File: src/core/vpcm_defines.svh
// Constants for the voice sample serial port: register map, field positions,
// reset values and timing figures.
// Assumes inclusion by bare name from core files; definitions only.
`ifndef VPCM_DEFINES_SVH
`define VPCM_DEFINES_SVH

// Register word offsets on the Avalon-MM slave (word index, one per register).
`define VPCM_REG_CTRL 4'h0
`define VPCM_REG_SLOT 4'h1
`define VPCM_REG_TXD0 4'h2
`define VPCM_REG_TXD1 4'h3
`define VPCM_REG_TXD2 4'h4
`define VPCM_REG_RXD0 4'h5
`define VPCM_REG_RXD1 4'h6
`define VPCM_REG_RXD2 4'h7
`define VPCM_REG_STAT 4'h8

// Control register fields.
`define VPCM_C_MASTER 0
`define VPCM_C_FMT_LO 1
`define VPCM_C_FMT_HI 2
`define VPCM_C_FRM_LO 3
`define VPCM_C_FRM_HI 4
`define VPCM_C_SLOT16 5
`define VPCM_C_LSBF 6
`define VPCM_C_PAD_LO 7
`define VPCM_C_PAD_HI 8
`define VPCM_C_ATT_LO 9
`define VPCM_C_ATT_HI 11
`define VPCM_C_MUTE 12
`define VPCM_C_SYNCOFF 13
`define VPCM_C_RELRISE 14
`define VPCM_C_RATE_LO 15
`define VPCM_C_RATE_HI 16
`define VPCM_C_HIRATE 17
`define VPCM_C_LONG16 18
`define VPCM_C_EN 19
`define VPCM_CTRL_RST 20'h00000
`define VPCM_CTRL_W 20

// Slot register: per connection an enable bit and a two-bit slot number.
`define VPCM_SLOT_RST 9'h000
`define VPCM_SLOT_W 9

// Master clock half periods in system clocks: 100 MHz over 2*rate.
`define VPCM_CLK_HZ 100000000
`define VPCM_HALF_128 10'((`VPCM_CLK_HZ / (2 * 128000)))
`define VPCM_HALF_256 10'((`VPCM_CLK_HZ / (2 * 256000)))
`define VPCM_HALF_512 10'((`VPCM_CLK_HZ / (2 * 512000)))
`define VPCM_HALF_HI 10'((`VPCM_CLK_HZ / (2 * 2048000)))
// Bit clocks per 8 kHz frame for each rate.
`define VPCM_FRAME_128 9'd16
`define VPCM_FRAME_256 9'd32
`define VPCM_FRAME_512 9'd64
`define VPCM_FRAME_HI 9'd256
`define VPCM_LONG_LEN8 9'd8
`define VPCM_LONG_LEN16 9'd16

`endif

File: src/core/vpcm_pkg.sv
// Types shared by the voice sample serial port modules.
// Assumes nothing beyond a SystemVerilog compiler.
package vpcm_pkg;
   typedef enum logic [1:0] {VPCM_FMT_LIN13 = 2'h0, VPCM_FMT_LIN16 = 2'h1,
                             VPCM_FMT_ULAW = 2'h2, VPCM_FMT_ALAW = 2'h3} vpcm_fmt_t;
   typedef enum logic [1:0] {VPCM_FRM_LONG = 2'h0, VPCM_FRM_SHORT = 2'h1,
                             VPCM_FRM_GCI = 2'h2} vpcm_frm_t;
   typedef enum logic [1:0] {VPCM_PAD_SIGN = 2'h0, VPCM_PAD_ZERO = 2'h1,
                             VPCM_PAD_ATT = 2'h2} vpcm_pad_t;
   typedef enum logic [2:0] {VPCM_ST_IDLE = 3'h1, VPCM_ST_SLOT = 3'h2,
                             VPCM_ST_GAP = 3'h4} vpcm_st_t;
endpackage : vpcm_pkg

File: src/core/vpcm_mclk.sv
// Master role bit clock and frame strobe generator.
// Assumes a 100 MHz clk; rate and strobe style come from the control word.
`timescale 1ns/1ps
`include "vpcm_defines.svh"
module vpcm_mclk
   import vpcm_pkg::*;
(
   input wire logic clk,
   input wire logic sys_rst,
   input wire logic run,
   input wire logic [1:0] rate,
   input wire logic hirate,
   input wire logic long16,
   input wire vpcm_frm_t frm,
   input wire logic sync_off,
   output logic bclk_q,
   output logic fs_q
);
   logic [9:0] div_q;
   logic [8:0] bit_q;
   wire [9:0] half_w = hirate ? `VPCM_HALF_HI : (rate == 2'h0) ? `VPCM_HALF_128 :
                       (rate == 2'h1) ? `VPCM_HALF_256 : `VPCM_HALF_512;
   wire [8:0] frame_w = hirate ? `VPCM_FRAME_HI : (rate == 2'h0) ? `VPCM_FRAME_128 :
                        (rate == 2'h1) ? `VPCM_FRAME_256 : `VPCM_FRAME_512;
   wire [8:0] long_w = (hirate && long16) ? `VPCM_LONG_LEN16 : `VPCM_LONG_LEN8;
   wire half_end = (div_q == half_w - 10'h001);
   wire fall_now = half_end && bclk_q;
   // Strobe changes on the falling bit clock edge so it is stable at the next rise.
   wire [8:0] nbit = (bit_q == frame_w - 9'h001) ? 9'h000 : bit_q + 9'h001;
   wire fs_long = (nbit < long_w);
   wire fs_short = (nbit == frame_w - 9'h001);
   wire fs_next = !sync_off && ((frm == VPCM_FRM_SHORT) ? fs_short :
                  (frm == VPCM_FRM_GCI) ? (nbit == 9'h000) : fs_long);

   // Free running divider; one strobe per frame of frame_w bits.
   always_ff @(posedge clk or posedge sys_rst) begin
      if (sys_rst) begin
         div_q <= 10'h000;
         bclk_q <= 1'b0;
         bit_q <= 9'h000;
         fs_q <= 1'b0;
      end else if (!run) begin
         div_q <= 10'h000;
         bclk_q <= 1'b0;
         bit_q <= 9'h000;
         fs_q <= 1'b0;
      end else begin
         div_q <= half_end ? 10'h000 : div_q + 10'h001;
         if (half_end) begin
            bclk_q <= !bclk_q;
         end
         if (fall_now) begin
            bit_q <= nbit;
         end
         // Suppression drops the strobe at once, not a bit clock later.
         fs_q <= fall_now ? fs_next : (fs_q && !sync_off);
      end
   end
endmodule : vpcm_mclk

File: src/core/vpcm_port.sv
// Voice sample serial port: Avalon-MM register slave plus serial engine.
// Assumes pins are asynchronous to clk and are synchronised here.
//
// Function
// - Master drives bit clock and strobe at 128, 256, 512 or 2048 kHz.
// - Slave works with any supplied bit clock up to 2048 kHz.
// - Long frame sync: rising strobe starts a sample word.
// - Master long frame strobe stays high eight bit clocks, or 16 at high rate with long16 set.
// - Input sampled on falling bit clock, output launched on rising.
// - Output released after last bit, at LSB falling or next rising edge.
// - Short frame sync: falling strobe starts word; pulse one bit long.
// - Three connections, each on any of the first four slots.
// - GCI: rising strobe starts each 8 kHz frame.
// - Slave in GCI accepts bit clock up to 4.096 MHz.
// - GCI gives access to both 64 kbit/s bearer channels.
// - Slots are 8 or 16 bits; 8-bit slots only for 8-bit formats.
// - Formats: 13-bit, 16-bit linear, 8-bit mu-law or A-law.
// - Bit order selectable MSB first or LSB first.
// - Unused slot bits: sign extension, zeros or 3-bit attenuation.
// - Mute drives serial output constantly low.
// - Master may hold strobe low while bit clock keeps running.
// - High-rate master long strobe length selectable as 8 or 16.
`timescale 1ns/1ps
`include "vpcm_defines.svh"
module vpcm_port
   import vpcm_pkg::*;
(
   input wire logic clk,
   input wire logic sys_rst,
   input wire logic [3:0] avs_address,
   input wire logic avs_read,
   input wire logic avs_write,
   input wire logic [31:0] avs_writedata,
   output logic [31:0] avs_readdata,
   output logic avs_waitrequest,
   input wire logic pcm_clk_i,
   output logic pcm_clk_o,
   output logic pcm_clk_oe,
   input wire logic pcm_sync_i,
   output logic pcm_sync_o,
   output logic pcm_sync_oe,
   input wire logic pcm_in,
   output logic pcm_out_o,
   output logic pcm_out_oe
);
   ////////////////////////////////////////////////////////////////////////////
   // Register file.
   logic [`VPCM_CTRL_W-1:0] ctrl_q;
   logic [`VPCM_SLOT_W-1:0] slot_q;
   logic [15:0] txd_q [3];
   logic [15:0] rxd_q [3];
   logic [2:0] rxnew_q;
   logic [2:0] txtaken_q;
   logic ack_q;
   logic [31:0] rdata_q;

   wire master = ctrl_q[`VPCM_C_MASTER];
   wire en = ctrl_q[`VPCM_C_EN];
   wire vpcm_fmt_t fmt = vpcm_fmt_t'(ctrl_q[`VPCM_C_FMT_HI:`VPCM_C_FMT_LO]);
   wire vpcm_frm_t frm = vpcm_frm_t'(ctrl_q[`VPCM_C_FRM_HI:`VPCM_C_FRM_LO]);
   wire vpcm_pad_t pad = vpcm_pad_t'(ctrl_q[`VPCM_C_PAD_HI:`VPCM_C_PAD_LO]);
   wire [2:0] att = ctrl_q[`VPCM_C_ATT_HI:`VPCM_C_ATT_LO];
   wire lsbf = ctrl_q[`VPCM_C_LSBF];
   wire mute = ctrl_q[`VPCM_C_MUTE];
   wire rel_rise = ctrl_q[`VPCM_C_RELRISE];
   wire is8 = (fmt == VPCM_FMT_ULAW) || (fmt == VPCM_FMT_ALAW);
   // Eight-bit slots make no sense for linear formats, so they are forced to 16.
   wire slot16 = ctrl_q[`VPCM_C_SLOT16] || !is8 || (frm == VPCM_FRM_GCI);

   wire req = avs_read || avs_write;
   // A write lands at the edge where the master sees waitrequest low.
   wire wr_go = avs_write && ack_q;
   wire rd_go = avs_read && !ack_q;
   wire [1:0] rx_idx = 2'(avs_address - `VPCM_REG_RXD0);
   wire [1:0] tx_idx = 2'(avs_address - `VPCM_REG_TXD0);
   wire is_rx = (avs_address >= `VPCM_REG_RXD0) && (avs_address <= `VPCM_REG_RXD2);
   wire is_tx = (avs_address >= `VPCM_REG_TXD0) && (avs_address <= `VPCM_REG_TXD2);
   wire [31:0] rd_mux = (avs_address == `VPCM_REG_CTRL) ? 32'(ctrl_q) :
                        (avs_address == `VPCM_REG_SLOT) ? 32'(slot_q) :
                        is_tx ? 32'(txd_q[tx_idx]) :
                        is_rx ? 32'(rxd_q[rx_idx]) :
                        (avs_address == `VPCM_REG_STAT) ? {26'h0, txtaken_q, rxnew_q} :
                        32'h0000_0000;

   // One wait state: the answer comes at the second edge of a request.
   always_ff @(posedge clk or posedge sys_rst) begin
      if (sys_rst) begin
         ack_q <= 1'b0;
         avs_waitrequest <= 1'b1;
         rdata_q <= 32'h0000_0000;
      end else begin
         ack_q <= req && !ack_q;
         avs_waitrequest <= !(req && !ack_q);
         if (rd_go) begin
            rdata_q <= rd_mux;
         end
      end
   end
   assign avs_readdata = rdata_q;

   always_ff @(posedge clk or posedge sys_rst) begin
      if (sys_rst) begin
         ctrl_q <= `VPCM_CTRL_RST;
         slot_q <= `VPCM_SLOT_RST;
         txd_q <= '{default: 16'h0000};
      end else if (wr_go && is_tx) begin
         txd_q[tx_idx] <= avs_writedata[15:0];
      end else if (wr_go && avs_address == `VPCM_REG_CTRL) begin
         ctrl_q <= avs_writedata[`VPCM_CTRL_W-1:0];
      end else if (wr_go && avs_address == `VPCM_REG_SLOT) begin
         slot_q <= avs_writedata[`VPCM_SLOT_W-1:0];
      end
   end

   ////////////////////////////////////////////////////////////////////////////
   // Pin synchronisers and master generator.
   logic clk_s, sync_s, in_s, clk_d1_q, sync_d1_q;
   logic m_bclk, m_fs;
   vpcm_sync2 u_sclk (.clk(clk), .sys_rst(sys_rst), .d(pcm_clk_i), .q(clk_s));
   vpcm_sync2 u_ssync (.clk(clk), .sys_rst(sys_rst), .d(pcm_sync_i), .q(sync_s));
   vpcm_sync2 u_sin (.clk(clk), .sys_rst(sys_rst), .d(pcm_in), .q(in_s));
   vpcm_mclk u_mclk (
      .clk(clk), .sys_rst(sys_rst), .run(en && master),
      .rate(ctrl_q[`VPCM_C_RATE_HI:`VPCM_C_RATE_LO]), .hirate(ctrl_q[`VPCM_C_HIRATE]),
      .long16(ctrl_q[`VPCM_C_LONG16]), .frm(frm), .sync_off(ctrl_q[`VPCM_C_SYNCOFF]),
      .bclk_q(m_bclk), .fs_q(m_fs)
   );

   // Master drives both pins; a slave reads the synchronised pins.
   // The slave limit of 2048 kHz (4096 in GCI) keeps each phase over 10 clocks.
   wire bclk = master ? m_bclk : clk_s;
   wire fsync = master ? m_fs : sync_s;
   always_ff @(posedge clk or posedge sys_rst) begin
      if (sys_rst) begin
         clk_d1_q <= 1'b0;
         sync_d1_q <= 1'b0;
         pcm_clk_o <= 1'b0;
         pcm_clk_oe <= 1'b0;
         pcm_sync_o <= 1'b0;
         pcm_sync_oe <= 1'b0;
      end else begin
         clk_d1_q <= bclk;
         sync_d1_q <= fsync;
         pcm_clk_o <= m_bclk;
         pcm_clk_oe <= en && master;
         pcm_sync_o <= m_fs;
         pcm_sync_oe <= en && master;
      end
   end
   wire rise = bclk && !clk_d1_q;
   wire fall = !bclk && clk_d1_q;

   ////////////////////////////////////////////////////////////////////////////
   // Frame and slot tracking. The strobe is seen at a falling bit clock edge;
   // the first data bit is the next rise (long, GCI) or the rise after the
   // falling strobe edge (short).
   logic fs_prev_q;
   logic [4:0] bit_q;
   logic [2:0] slot_idx_q;
   vpcm_st_t st_q;
   wire fs_start = (frm == VPCM_FRM_SHORT) ? (fs_prev_q && !fsync) :
                   (!fs_prev_q && fsync);
   wire [4:0] slot_last = slot16 ? 5'd15 : 5'd7;

   always_ff @(posedge clk or posedge sys_rst) begin
      if (sys_rst) begin
         fs_prev_q <= 1'b0;
         bit_q <= 5'h00;
         slot_idx_q <= 3'h0;
         st_q <= VPCM_ST_IDLE;
      end else if (!en) begin
         st_q <= VPCM_ST_IDLE;
      end else if (fall) begin
         fs_prev_q <= fsync;
         // A strobe always restarts the frame, so short frames stay aligned.
         if (fs_start) begin
            st_q <= VPCM_ST_SLOT;
            bit_q <= 5'h1f; // Bumped to zero at the first sampled bit.
            slot_idx_q <= 3'h0;
         end else begin
            unique case (st_q)
               VPCM_ST_IDLE, VPCM_ST_GAP: begin
                  st_q <= st_q;
               end
               VPCM_ST_SLOT: begin
                  if (nbit == slot_last) begin
                     bit_q <= 5'h1f;
                     slot_idx_q <= slot_idx_q + 3'h1;
                     if (slot_idx_q == 3'h3) begin
                        st_q <= VPCM_ST_GAP;
                     end
                  end else begin
                     bit_q <= nbit;
                  end
               end
            endcase
         end
      end
   end

   ////////////////////////////////////////////////////////////////////////////
   // Slot matching and sample formatting.
   function automatic logic [1:0] vpcm_match(input logic [8:0] s, input logic [1:0] sl);
      logic [1:0] r;
      r = 2'h3;
      for (int i = 2; i >= 0; i--) begin
         if (s[3*i+2] && s[3*i+:2] == sl) begin
            r = 2'(i);
         end
      end
      return r;
   endfunction : vpcm_match

   // Build the 16-bit slot image, MSB at bit 15.
   function automatic logic [15:0] vpcm_frame(input logic [15:0] d, input vpcm_fmt_t f,
                                              input vpcm_pad_t p, input logic [2:0] a);
      logic [15:0] r;
      r = d;
      if (f == VPCM_FMT_LIN13) begin
         r = {d[12:0], (p == VPCM_PAD_ATT) ? a : 3'h0};
      end else if (f != VPCM_FMT_LIN16) begin
         r = {d[7:0], (p == VPCM_PAD_SIGN) ? {8{d[7]}} : 8'h00};
      end
      if (f == VPCM_FMT_LIN13 && p == VPCM_PAD_SIGN) begin
         r = {d[12:0], {3{d[12]}}};
      end
      return r;
   endfunction : vpcm_frame

   wire in_slot = (st_q == VPCM_ST_SLOT) && (slot_idx_q < 3'h4);
   wire [1:0] conn = vpcm_match(slot_q, slot_idx_q[1:0]);
   wire active = in_slot && (conn != 2'h3);
   wire [15:0] img = vpcm_frame(txd_q[conn == 2'h3 ? 2'h0 : conn], fmt, pad, att);
   wire [4:0] nbit = bit_q + 5'h01;
   wire [3:0] span = slot16 ? 4'hf : 4'h7;
   wire [3:0] pos = lsbf ? 4'(span - 4'(nbit)) : 4'(nbit);
   wire [3:0] sel = 4'hf - (slot16 ? pos : 4'(pos)); // 8-bit slots use img[15:8].
   wire last_bit = (nbit == slot_last);
   wire launch = rise && in_slot;
   wire release_now = (rise && rel_rise) || (fall && last_bit && !rel_rise);

   // Mute acts at once so a bit launched before it cannot linger on the pin.
   always_ff @(posedge clk or posedge sys_rst) begin
      if (sys_rst) begin
         pcm_out_o <= 1'b0;
         pcm_out_oe <= 1'b0;
      end else if (!en) begin
         pcm_out_oe <= 1'b0;
      end else if (launch) begin
         pcm_out_o <= mute ? 1'b0 : img[sel];
         pcm_out_oe <= active;
      end else begin
         if (mute) begin
            pcm_out_o <= 1'b0;
         end
         if (release_now) begin
            pcm_out_oe <= 1'b0;
         end
      end
   end

   // Receive shifter; flags are set at the last bit and cleared by a status read.
   logic [15:0] sh_q;
   wire [15:0] sh_d = lsbf ? {in_s, sh_q[15:1]} : {sh_q[14:0], in_s};
   wire stat_rd = rd_go && (avs_address == `VPCM_REG_STAT);
   wire take = en && fall && active && !fs_start;
   always_ff @(posedge clk or posedge sys_rst) begin
      if (sys_rst) begin
         sh_q <= 16'h0000;
         rxd_q <= '{default: 16'h0000};
         rxnew_q <= 3'h0;
         txtaken_q <= 3'h0;
      end else begin
         if (stat_rd) begin
            rxnew_q <= 3'h0;
            txtaken_q <= 3'h0;
         end
         if (take) begin
            sh_q <= sh_d;
            if (last_bit) begin
               rxd_q[conn] <= sh_d;
               rxnew_q[conn] <= 1'b1;
               txtaken_q[conn] <= 1'b1;
            end
         end
      end
   end
endmodule : vpcm_port

File: src/core/vpcm_sync2.sv
// Two flip-flop synchroniser for a level from outside the clock domain.
// Assumes the input holds each level for more than two clocks.
`timescale 1ns/1ps
module vpcm_sync2 (
   input wire logic clk,
   input wire logic sys_rst,
   input wire logic d,
   output logic q
);
   logic meta_q;

   // First stage feeds only the second stage.
   always_ff @(posedge clk or posedge sys_rst) begin
      if (sys_rst) begin
         meta_q <= 1'b0;
         q <= 1'b0;
      end else begin
         meta_q <= d;
         q <= meta_q;
      end
   end
endmodule : vpcm_sync2

File: config.mk
export PLATFORM = sky130hd
export DESIGN_NAME = vpcm_port
export DESIGN_NICKNAME = d
export VERILOG_FILES = /design/src/core/vpcm_pkg.sv /design/src/core/vpcm_mclk.sv /design/src/core/vpcm_port.sv /design/src/core/vpcm_sync2.sv
export VERILOG_INCLUDE_DIRS = /design/src /design/src/core
export SDC_FILE = /design/constraint.sdc
export NUM_CORES = 1
export LEC_CHECK = 0
export CAP_MARGIN = 20
export CORE_UTILIZATION = 59
export CTS_CLUSTER_DIAMETER = 40
export DETAILED_ROUTE_END_ITERATION = 7
export DONT_BUFFER_PORTS = 1
export PLACE_DENSITY = 0.76
export SYNTH_ARGS = -nofsm -noshare
export SYNTH_HDL_FRONTEND = slang
export SYNTH_HIERARCHICAL = 1
export SYNTH_SLANG_ARGS = --single-unit
export TNS_END_PERCENT = 5
File: constraint.sdc
create_clock -name clk -period 14.01 [get_ports clk]
set_input_delay 2.1015 -clock clk [delete_from_list [all_inputs] [get_ports clk]]
set_output_delay 2.1015 -clock clk [all_outputs]
set_load 0.01 [all_outputs]
== After elaboration in Yosys (flattened, before gate mapping) ==
Index checks and enable logic that the tools add are counted.

* Bits in registers: 226
* Bits in latches: 0
* RAM bits: 0
* Memory bits (read-only): 0
* Input bits: 43
* Logic and storage cells: 245
* Memories: 0

* Add/subtract/negate cells: 10
* $mul: 0
* Divide/modulo/power cells: 0
* $lt $le $gt $ge: 15
* Equal/unequal tests: 29
* Shifts and indexed selects: 0
* Muxes and demuxes: 82
* Bitwise logic cells: 8
* Reductions and logical operators: 67

{| class="wikitable"
|+ Operators by type and width
! kind !! count
|-
| $mux W16 || 15
|-
| $bmux W16 S2 || 3
|-
| $bwmux W48 || 2
|-
| $demux W16 S2 || 2
|-
| $mux W3 || 16
|-
| $mux W9 || 5
|-
| $mux W10 || 4
|-
| $logic_and A1 B1 Y1 || 34
|-
| $mux W20 || 1
|-
| $mux W5 || 4
|-
| $eq A9 B9 Y1 || 2
|-
| $mux W1 || 18
|-
| $mux W8 || 2
|-
| $ge A3 B3 Y1 const B || 4
|-
| $mux W4 || 3
|-
| $not A2 Y3 || 4
|-
| $logic_not A1 Y1 || 11
|-
| $add A10 B1 Y10 const B || 1
|-
| $eq A10 B10 Y1 || 1
|-
| $eq A2 B2 Y1 const B || 5
|-
| $sub A10 B1 Y10 const B || 1
|-
| $add A9 B1 Y9 const B || 1
|-
| $logic_not A9 Y1 || 1
|-
| $lt A9 B9 Y1 || 1
|-
| 43 further kinds || 70
|}

== Logic depth before layout (Yosys ltp) ==
Gate-level depths: netlist of the first run.

* Depth after elaboration: 19
* Mapped depth: 16
* Gate-level depth less buffers: 13

== Hierarchy ==
The synthesis of the first run kept the hierarchy.

{| class="wikitable"
|+ Modules (own cells, without submodules)
! module !! times used !! cells an instance !! area each (µm²)
|-
| vpcm_port || 1 || 984 || 9879.5
|-
| vpcm_mclk || 1 || 198 || 1757.9
|-
| vpcm_sync2 || 3 || 3 || 53.8
|}

== Least setup slack after synthesis of the first run ==
Ideal clock, no wire load.

* Path kind: input-to-reg
* Start: input avs_address[0]
* End: register rdata_q[0] (netlist: avs_readdata[0])
* Data arrival time: 4.951 ns
* Data required time: 13.927 ns
* Slack: 8.977 ns
* Stages on the path: 15
* Buffers on the path: 5
* Cell sequence: clkbuf_1 -> clkinv_1 -> clkbuf_1 -> ha_1 -> clkbuf_1 -> nor2b_1 -> clkbuf_1 -> clkbuf_1 -> o2bb2ai_1 -> a221oi_1 -> nor3_1 -> a21oi_1 -> nor2_1 -> a21oi_1 -> o21ai_0

* Longest elaborated chain between the ends: 9

{| class="wikitable"
|+ Ends and longest elaborated chain
! what !! RTL line !! text
|-
| start: declaration || vpcm_port.sv:30 || <nowiki>input wire logic [3:0] avs_address,</nowiki>
|-
| $sub A2 B1 Y2 (no source line) || n/a ||
|-
| $not A2 Y3 (not written as such) || vpcm_port.sv:81 || <nowiki>is_rx ? 32'(rxd_q[rx_idx]) :</nowiki>
|-
| $bmux W16 S2 || vpcm_port.sv:81 ||
|-
| $mux W16 (not written as such) (2 in a row) || vpcm_port.sv:81 ||
|-
| $mux W16 || vpcm_port.sv:81 ||
|-
| $mux W16 || vpcm_port.sv:80 || <nowiki>is_tx ? 32'(txd_q[tx_idx]) :</nowiki>
|-
| $mux W16 || vpcm_port.sv:79 || <nowiki>(avs_address == `VPCM_REG_SLOT) ? 32'(slot_q) :</nowiki>
|-
| $mux W20 * || vpcm_port.sv:78 || <nowiki>wire [31:0] rd_mux = (avs_address == `VPCM_REG_CTRL) ? 32'(ctrl_q) :</nowiki>
|-
| end signal: assignment || vpcm_port.sv:95 || <nowiki>rdata_q <= rd_mux;</nowiki>
|-
| end: declaration || vpcm_port.sv:55 || <nowiki>logic [31:0] rdata_q;</nowiki>
|}

Every way passes the cells marked *; elsewhere a longest branch is shown, timed or not. The select of a mux whose other input is x is not followed.
A chain may end at the register's enable or synchronous reset.

== Worst setup path after layout of the first run ==
* Start: input avs_address[0]
* End: register ctrl_q[17]

* Longest elaborated chain between the ends: 5

{| class="wikitable"
|+ Ends and longest elaborated chain
! what !! RTL line !! text
|-
| $ge A4 B2 Y1 (no source line) / $le A4 B3 Y1 (equally long branches) || n/a ||
|-
| $logic_and A1 B1 Y1 || vpcm_port.sv:77 || <nowiki>wire is_tx = (avs_address >= `VPCM_REG_TXD0) && (avs_address <= `VPCM_REG_TXD2);</nowiki>
|-
| $logic_and A1 B1 Y1 || vpcm_port.sv:106 || <nowiki>end else if (wr_go && is_tx) begin</nowiki>
|-
| $not A1 Y1 (no source line) || n/a ||
|-
| $reduce_and A2 Y1 (no source line) * || n/a ||
|-
| end signal: assignment || vpcm_port.sv:103 || <nowiki>ctrl_q <= `VPCM_CTRL_RST;</nowiki>
|-
| end signal: assignment || vpcm_port.sv:109 || <nowiki>ctrl_q <= avs_writedata[`VPCM_CTRL_W-1:0];</nowiki>
|-
| end: declaration || vpcm_port.sv:48 || <nowiki>logic [`VPCM_CTRL_W-1:0] ctrl_q;</nowiki>
|}

Every way passes the cells marked *; elsewhere a longest branch is shown, timed or not.

==> results of run 1 <==
cell usage in the layout, fill, tap and decap left out, types with 20 or more instances in the layout:
cell type,instances
mux2_2,80
nor2_1,135
o21ai_0,63
nor3_1,21
a21oi_1,99
dfrtp_1,212
xor2_1,20
inv_1,22
nand3_1,20
mux2i_1,46
clkbuf_16,35
nand2_1,99
cells in the mapped netlist (all sizes together), types with 6 or more instances:
cell | instances | share of area
o211ai | 8 | 0.0051
clkbuf | 34 | 0.011
xnor2 | 18 | 0.013
nor2 | 136 | 0.043
ha | 16 | 0.017
o21ai | 65 | 0.029
dfrtp | 212 | 0.45
nor2b | 8 | 0.0042
a21oi | 99 | 0.042
o31ai | 10 | 0.0080
a22oi | 10 | 0.0068
nand3 | 23 | 0.011
and2 | 10 | 0.0053
nand2b | 9 | 0.0048
o2bb2ai | 8 | 0.0059
o22ai | 10 | 0.0053
inv | 24 | 0.0076
a31o | 6 | 0.0045
mux2i | 46 | 0.039
nor3 | 26 | 0.015
xor2 | 20 | 0.015
a31oi | 11 | 0.0058
and3 | 15 | 0.0085
mux2 | 80 | 0.076
buf | 52 | 0.030
a21o | 8 | 0.0051
a211oi | 8 | 0.0064
nand2 | 100 | 0.032
a311oi | 7 | 0.0052
a221oi | 19 | 0.015
critical path, cell delays in order:
cell and delay (ps):
clkinv_1 550, ha_1 490, nor3_1 250, a211o_1 720, nand3_1 610, buf_4 420
mux2_2 300
path summary, 6_finish.rpt:
check                              endpoint  slack, ps  cells past startpoint
max in group asynchronous         txd_q[18]      10910                      2
worst max register to register  u_mclk/fs_q       9560                     12
worst max-delay path             ctrl_q[17]       8910                      7
worst min-delay path                u_sin/q        350                      0
worst min register to register      u_sin/q        350                      0
min in group asynchronous           u_sin/q       1330                      1
logic make-up after synthesis:
group / synth area share
adder cells (fa/ha/maj): 0.01697
XOR/XNOR: 0.03012
multiplexers: 0.1154
AO/OA/AOI/OAI: 0.1858
buffers and inverters: 0.04952
flip-flops: 0.4541
other: 0.0003178
AND/OR/NAND/NOR: 0.1478
registers in the layout, summed over array words and instances, names as in the netlist, 3 cells and up:
name and count:
avs_readdata 20, bit_q 5, ctrl_q 20, rxd_q 48
rxnew_q 3, sh_q 16, slot_idx_q 3, slot_q 9
st_q 3, txd_q 48, txtaken_q 3, u_mclk/bit_q 9
u_mclk/div_q 10
report_power, final:
part           switching [mW]  leakage (nW)  total [mW]  internal [mW]
Clock                   0.316         0.607       0.926          0.610
Combinational           0.259          2.24       0.439          0.180
Sequential             0.0904          2.87       0.772          0.682
Total                   0.666          5.72        2.14           1.47
metal layers:
metal / GRT usage / wire length (um) / part of all wire
met1: 0.4406 / 13490 / 0.43
met2: 0.4716 / 13880 / 0.44
met3: 0.07931 / 2911 / 0.093
met4: 0.1221 / 1033 / 0.033
met5: 0 / 0 / 0
final cells by class:
cell class | count | area [um^2] | area share
clock buffers | 40 | 924.6 | 0.07083
clock inverters | 21 | 340.3 | 0.02607
inverters | 26 | 105.1 | 0.008051
multi-input cells | 876 | 5898 | 0.4518
flip-flops and latches | 214 | 5358 | 0.4104
well taps | 265 | 331.6 | 0.02540
repair buffers | 13 | 97.59 | 0.007476
stage by stage:
step | worst slack (ps) | hold slack (ps) | cells | instance area, um^2 | total power, mW
floorplan | 6826 | 331.2 | 1202 | 11840 | 1.091
global placement | 8526 | 335.7 | 1394 | 11790 | 1.197
finish | 8905 | 353.9 | 1455 | 13060 | 2.137
detailed placement | 8468 | 345.8 | 1394 | 11790 | 1.203
global route | 8736 | 368.4 | 1455 | 13060 | 2.221
CTS | 8959 | 358.6 | 1455 | 13060 | 2.132
==> impl_metrics.py, run 1 <==
metrics = {
    "drt": {
        "via_per_inst": 6.441,
        "drt-total-wl_um": 31310,
        "num_vias": 9371,
        "drt_first_pass_iters": 6,
        "detail_route.wl_per_cell_um": 21.52,
        "drc_errors": 0,
        "ant_nets": 0,
        "dr.first_iter.drc_count": 899,
    },
    "clock_network": {
        "cts_resized": 0,
        "h-tree-depth": 2,
        "cts.sinks": 214,
        "cts_setup_buffers": 0,
        "cts_tree": "built",
        "worst_skew_pair.late_latency_ps": 510,
        "cts-root-buf": "clkbuf_16",
        "cts_buffer_depth": 3,
        "cts_hold_buf": 0,
        "numCtsBuffers": 34,
        "cts.clk_slew.worst_paths_ps": 60,
    },
    "finish": {
        "area_delta_synth_final_pct": 10.65,
        "drive_gt1_frac": 0.1639,
        "antenna_cells": 0,
        "nFillCells": 1526,
        "nets": 1224,
        "final_util": 0.6686,
    },
    "sta": {
        "rsz0062_at_grt": "false",
        "finClkSkew_ps": 24.06,
        "hold_violations": 0,
        "worstMarginPinSlew_ps": 1098,
        "clock.fmax_mhz": 195.9,
        "setup_viol_count_final": 0,
        "fin_crit_ps": 5105,
        "max_slew_margin": 0.2683,
        "drv_slew": 0,
        "post-route-period-util": 0.3644,
        "finalSetupTns_ps": 0,
    },
    "grt": {
        "grt_overflow_total": 0,
        "grt_max_degree": 111,
        "antenna_found_initial": 0,
        "track_usage": 0.3155,
        "grt_pass1_vias": 9104,
        "grt_pass1_wl_um": 49540,
    },
    "floorplan": {
        "die_w_um": 143.4,
        "rows": 51,
        "core_region_area_um2": 19530,
        "die_h_um": 143.4,
        "dieArea_um2": 20570,
        "start_util": 0.6043,
        "ios": 82,
    },
    "yosys": {
        "ys_ff_latch": 214,
        "synth_cells": 1191,
        "synth-main-ff-cell": "dfrtp_1",
        "synth.distinct_cells": 104,
        "synth_edf_count": 0,
        "yosysWarningCount": 6,
        "syn_area_um2": 11800,
        "avgSynthCellArea_um2": 9.907,
        "ys_seq_area_frac": 0.4541,
        "async_flop_share": 1.000,
    },
    "placement": {
        "gp_congestion": 1.011,
        "post-dp-hpwl_um": 20870,
        "portBuffers": 0,
    },
    "worst_setup_path": {
        "start_kind": "input port",
        "r2r-start": "ctrl_q[17]",
        "path_max_fanout": 22,
        "cp-end-kind": "register",
        "required_ps": 14380,
        "crit_type": "in -> reg",
        "cp-startpoint": "avs_address[0]",
        "critPathArrivalTime_ps": 5470,
    },
    "power": {
        "ir_drop_mv": 0.09868,
        "p_per_area_nw_per_um2": 163.7,
        "p_leak_nw": 5.720,
    },
    "hold_path": {
        "hp-start": "u_sin/meta_q",
        "hp-class": "reg -> reg",
    },
    "status": {
        "status": "completed",
    },
    "run": {
        "max_cap_viol_count": 0,
    },
}
Power figures use the tool's default switching activity.
==> run 2, diff against run 1 <==
Settings changed: CORE_UTILIZATION 59 to 58, PLACE_DENSITY 0.76 to 0.77.
Clock period 14.01 ns to 4.4 ns, I/O delays scaled along.
==> run 2 against run 1 <==
Compared with the run above: cell count increased by 0.55%; combinational power increased to 3.3 times the previous value; clock power increased to 2.7 times the previous value; design area decreased by 0.65%; routed wire length decreased by 1.1%; flip-flop and latch count unchanged; critical endpoint is now u_mclk/fs_q; largest cell class unchanged.
==> impl_metrics.py, run 2 (synthesis gave the netlist of run 1 again) <==
metrics = {
    "worst_setup_path": {
        "cp-end-kind": "register",
        "path_max_fanout": 14,
        "critPathArrivalTime_ps": 4090,
        "required_ps": 4830,
        "crit_type": "reg -> reg",
        "reg2regPathDepth": 13,
        "start_kind": "register",
    },
    "finish": {
        "final_util": 0.6578,
        "layout.cells.non_filler": 1463,
        "antenna_cells": 0,
        "layout_common_cells": "dfrtp_1 (212), nor2_1 (135), nand2_1 (99), a21oi_1 (99), mux2_2 (80)",
        "nets": 1235,
        "layout_commonest_cell": "dfrtp_1",
        "nFillCells": 1592,
        "top_regs": "rxd_q x48, txd_q x48",
        "area_delta_synth_final_pct": 9.925,
        "drive_gt1_frac": 0.1694,
    },
    "floorplan": {
        "rows": 51,
        "dieArea_um2": 20920,
        "die_w_um": 144.6,
        "die_h_um": 144.6,
        "ios": 82,
        "core_region_area_um2": 19720,
        "start_util": 0.5984,
    },
    "grt": {
        "grt_pass1_wl_um": 49010,
        "antenna_found_initial": 0,
        "grt_max_degree": 137,
        "grt_overflow_total": 0,
        "track_usage": 0.3078,
        "grt_pass1_vias": 9055,
    },
    "drt": {
        "drt_first_pass_iters": 5,
        "dr.first_iter.drc_count": 931,
        "detail_route.wl_per_cell_um": 21.16,
        "drc_errors": 0,
        "drt-total-wl_um": 30960,
        "num_vias": 9292,
        "ant_nets": 0,
        "via_per_inst": 6.351,
    },
    "sta": {
        "fin_crit_ps": 3661,
        "rsz0062_at_grt": "false",
        "max_slew_margin": 0.3918,
        "setup_slack_ps": 739.1,
        "post-route-period-util": 0.8320,
        "worstMarginPinSlew_ps": 906.9,
        "drv_slew": 0,
        "clock.fmax_mhz": 273.2,
        "setup_viol_count_final": 0,
        "finClkSkew_ps": 11.40,
        "finalSetupTns_ps": 0,
        "hold_violations": 0,
    },
    "placement": {
        "placed_cells": 1409,
        "place_ws_ps": 812.3,
        "portBuffers": 0,
        "post-dp-hpwl_um": 21540,
        "gp_congestion": 0.9345,
    },
    "clock_network": {
        "worst_skew_pair.late_latency_ps": 540,
        "cts_hold_buf": 1,
        "cts_resized": 0,
        "cts.sinks": 214,
        "h-tree-depth": 1,
        "cts_buffer_depth": 3,
        "numCtsBuffers": 29,
        "cts.clk_slew.worst_paths_ps": 60,
        "cts_tree": "built",
        "cts_setup_buffers": 0,
        "cts-root-buf": "clkbuf_16",
    },
    "hold_path": {
        "hold_depth": 0,
        "hp-class": "in -> reg",
    },
    "power": {
        "p_leak_nw": 5.702,
        "ir_drop_mv": 0.3315,
        "p_per_area_nw_per_um2": 493.5,
    },
    "run": {
        "max_cap_viol_count": 0,
    },
    "status": {
        "status": "completed",
    },
}
run 2: cell types whose count changed in the layout (fill, tap and decap cells not counted), sizes merged:
cell,delta
dlygate4sd3,+1
inv,+2
bufinv,-2
clkbuf,-8
buf,+15
run 2: layout make-up:
cell class                      count  area (um^2)  area share
Clock inverter                     21        291.5     0.02248
Clock buffer                       32        757.0     0.05836
Multi-Input combinational cell    876         5898      0.4548
Sequential cell                   214         5358      0.4131
Inverter                           26        101.3    0.007814
Timing Repair Buffer               29        232.7     0.01794
Tap cell                          265        331.6     0.02556
run 2: worst paths after layout:
check | from | to | slack (ps)
max in group asynchronous | sys_rst | txd_q[10] | 3600
setup reg to reg | ctrl_q[17] | u_mclk/fs_q | 740
min in group asynchronous | sys_rst | u_mclk/bclk_q | 160
hold / removal | pcm_sync_i | u_ssync/meta_q | 150
setup / recovery | ctrl_q[17] | u_mclk/fs_q | 740
hold reg to reg | u_ssync/meta_q | u_ssync/q | 350
run 2: through the flow:
| step | power, mW | hold WS [ps] | cell area [um^2] |
|---|---|---|---|
| floorplan | 3.475 | 331.2 | 11840 |
| CTS | 6.389 | 135.8 | 12970 |
| global route | 6.650 | 137.0 | 12970 |
| finish | 6.400 | 149.3 | 12970 |
| detailed placement | 3.869 | 338.7 | 11910 |
| global placement | 3.843 | 334.5 | 11910 |
run 2: per-layer routing:
layer	track usage	part of all wire	wire length [um]
met2	0.4800	0.46	14240
met3	0.07450	0.097	3003
met4	0.1091	0.029	906
met1	0.4180	0.41	12810
met5	0	0	0
run 2: worst max-delay path: stages (launching register included):
cell and delay, ps:
dfrtp_1 490, or2_1 330, ha_1 230, xor2_1 210, a211o_1 300, a221oi_2 210
buf_4 230, nor2_1 90, ha_1 340, nor4_1 280, a211oi_1 100, nor4_1 280
o211ai_1 120, a311oi_1 340
run 2: power breakdown:
part,internal [mW],switching [mW]
clock network,1.56,0.953
logic,0.592,0.858
registers,2.17,0.264
total,4.33,2.07
==> run 3, diff against run 2 <==
Settings changed: CORE_UTILIZATION 58 to 59, PLACE_DENSITY 0.77 to 0.76.
Clock period 4.4 ns to 3.6 ns, I/O delays scaled along.
==> run 3 against run 2 <==
Compared with the run above: via count up 2.5%; global-route usage grew 1.1 points; die area decreased by 1.7%; power is 35% higher; worst hold slack worse by 100 ps; non-clock buffer count increased by 13; core utilization rose by 2.9 points; routed wire length up 1.4%; critical endpoint unchanged; largest cell class unchanged; highest routed layer unchanged.
==> impl_metrics.py, run 3 (synthesis gave the netlist of run 1 again) <==
metrics = {
    "status": {
        "status": "completed",
    },
    "sta": {
        "worstMarginPinSlew_ps": 839.1,
        "setup_viol_count_final": 0,
        "drv_slew": 0,
        "fin_crit_ps": 3339,
        "rsz0062_at_grt": "false",
        "hold_violations": 0,
        "post-route-period-util": 0.9275,
        "finClkSkew_ps": 18.73,
        "max_slew_margin": 0.4400,
        "finalSetupTns_ps": 0,
        "clock.fmax_mhz": 299.5,
    },
    "worst_setup_path": {
        "critPathArrivalTime_ps": 3750,
        "required_ps": 4010,
        "start_kind": "register",
        "reg2regPathDepth": 12,
        "crit_cells": 12,
        "ff2ff_setup_slack_ps": 260,
        "crit_type": "reg -> reg",
        "path_max_fanout": 10,
        "cpPeakStageDelay_ps": 470,
        "crit_path_cell_trace": "or2_1, ha_1, xor2_1, a211o_1, a221oi_2, nor2_1, ha_1, nor4_1, a211oi_1, nor4_1, o211ai_1, a311oi_1",
        "slowest_stage": "dfrtp_1",
        "timing.critical_path.buf_inv": 0,
        "path_delay_family": "compound AO/OA/AOI/OAI gates",
        "cp-end-kind": "register",
    },
    "clock_network": {
        "cts-root-buf": "clkbuf_16",
        "cts.sinks": 214,
        "worst_skew_pair.late_latency_ps": 520,
        "numCtsBuffers": 36,
        "cts.clk_slew.worst_paths_ps": 50,
        "cts_tree": "built",
        "h-tree-depth": 2,
        "cts_buffer_depth": 3,
    },
    "grt": {
        "grt_overflow_total": 0,
        "track_usage": 0.3185,
        "grt_pass1_wl_um": 50330,
        "grt_max_degree": 79,
        "grt_pass1_vias": 9338,
        "antenna_found_initial": 0,
    },
    "placement": {
        "gp_congestion": 0.9356,
        "place_area_um2": 12020,
        "post-dp-hpwl_um": 21710,
        "portBuffers": 0,
    },
    "floorplan": {
        "rows": 51,
        "die_h_um": 143.4,
        "die_w_um": 143.4,
        "dieArea_um2": 20570,
        "core_region_area_um2": 19530,
        "ios": 82,
        "start_util": 0.6043,
    },
    "drt": {
        "drc_errors": 0,
        "dr.first_iter.drc_count": 831,
        "detail_route.wl_per_cell_um": 21.09,
        "ant_nets": 0,
        "num_vias": 9523,
        "drt-total-wl_um": 31400,
        "via_per_inst": 6.396,
        "drt_first_pass_iters": 5,
    },
    "power": {
        "p_leak_nw": 5.906,
        "fin_total_pwr_mw": 8.641,
        "p_per_area_nw_per_um2": 644.1,
        "ir_drop_mv": 0.4396,
    },
    "finish": {
        "nets": 1255,
        "top_regs": "rxd_q x48, txd_q x48",
        "final_util": 0.6870,
        "layout_common_cells": "dfrtp_1 (212), nor2_1 (135), nand2_1 (99), a21oi_1 (99), mux2_2 (80)",
        "layout_commonest_cell": "dfrtp_1",
        "drive_gt1_frac": 0.1855,
        "area_delta_synth_final_pct": 13.70,
        "design_area_um2": 13420,
        "antenna_cells": 0,
    },
    "hold_path": {
        "hp-class": "in -> reg",
        "hold_depth": 0,
    },
    "run": {
        "max_cap_viol_count": 0,
    },
}
## run 3: cell type report
cell class / instances / area (um^2)
multi-input combinational: 876 / 5898
tap: 265 / 331.6
sequential: 214 / 5358
timing repair buffer: 42 / 342.8
clock buffer: 41 / 950.9
fill: 1457 / 6111
inverter: 26 / 101.3
clock inverter: 25 / 432.9
## run 3: worst paths after layout
path / endpoint / start
worst max-delay path: u_mclk/fs_q / ctrl_q[17]
worst min-delay path: u_sclk/meta_q / pcm_clk_i
worst max register to register: u_mclk/fs_q / ctrl_q[17]
worst min register to register: u_ssync/q / u_ssync/meta_q
max in group asynchronous: txd_q[40] / sys_rst
min in group asynchronous: u_mclk/bclk_q / sys_rst
## run 3: timing repair
action,in CTS,in global routing
resized for setup,0,0
buffers inserted,0,0
hold buffers,1,0
endpoints found under the hold margin,23,0
## run 3: per-layer routing
metal / part of all wire / GRT usage
met5: 0 / 0
met4: 0.030 / 0.1209
met3: 0.079 / 0.06931
met2: 0.46 / 0.4974
met1: 0.43 / 0.4342
## run 3: through the flow
stage / worst slack, ps / cells / hold WS [ps]
6_report: 261.1 / 1489 / 46.12
5_1_grt: 35.25 / 1489 / 31.38
4_1_cts: 244.2 / 1489 / 33.96
3_5_place_dp: 237.4 / 1422 / 287.1
3_3_place_gp: 340.5 / 1422 / 284.2
2_1_floorplan: 128.1 / 1202 / 281.2
## run 3: worst reg2reg max path, stage by stage (launching register included)
cell and delay (ps):
dfrtp_1 470, or2_1 320, ha_1 230, xor2_1 200
a211o_1 300, a221oi_2 240, nor2_1 100, ha_1 350
nor4_1 270, a211oi_1 80, nor4_1 280, o211ai_1 110
a311oi_1 280
## run 3: power breakdown
group          switching (mW)  internal [mW]
clock                    1.28           2.59
sequential              0.329           2.65
combinational            1.04          0.754
total                    2.64           6.00
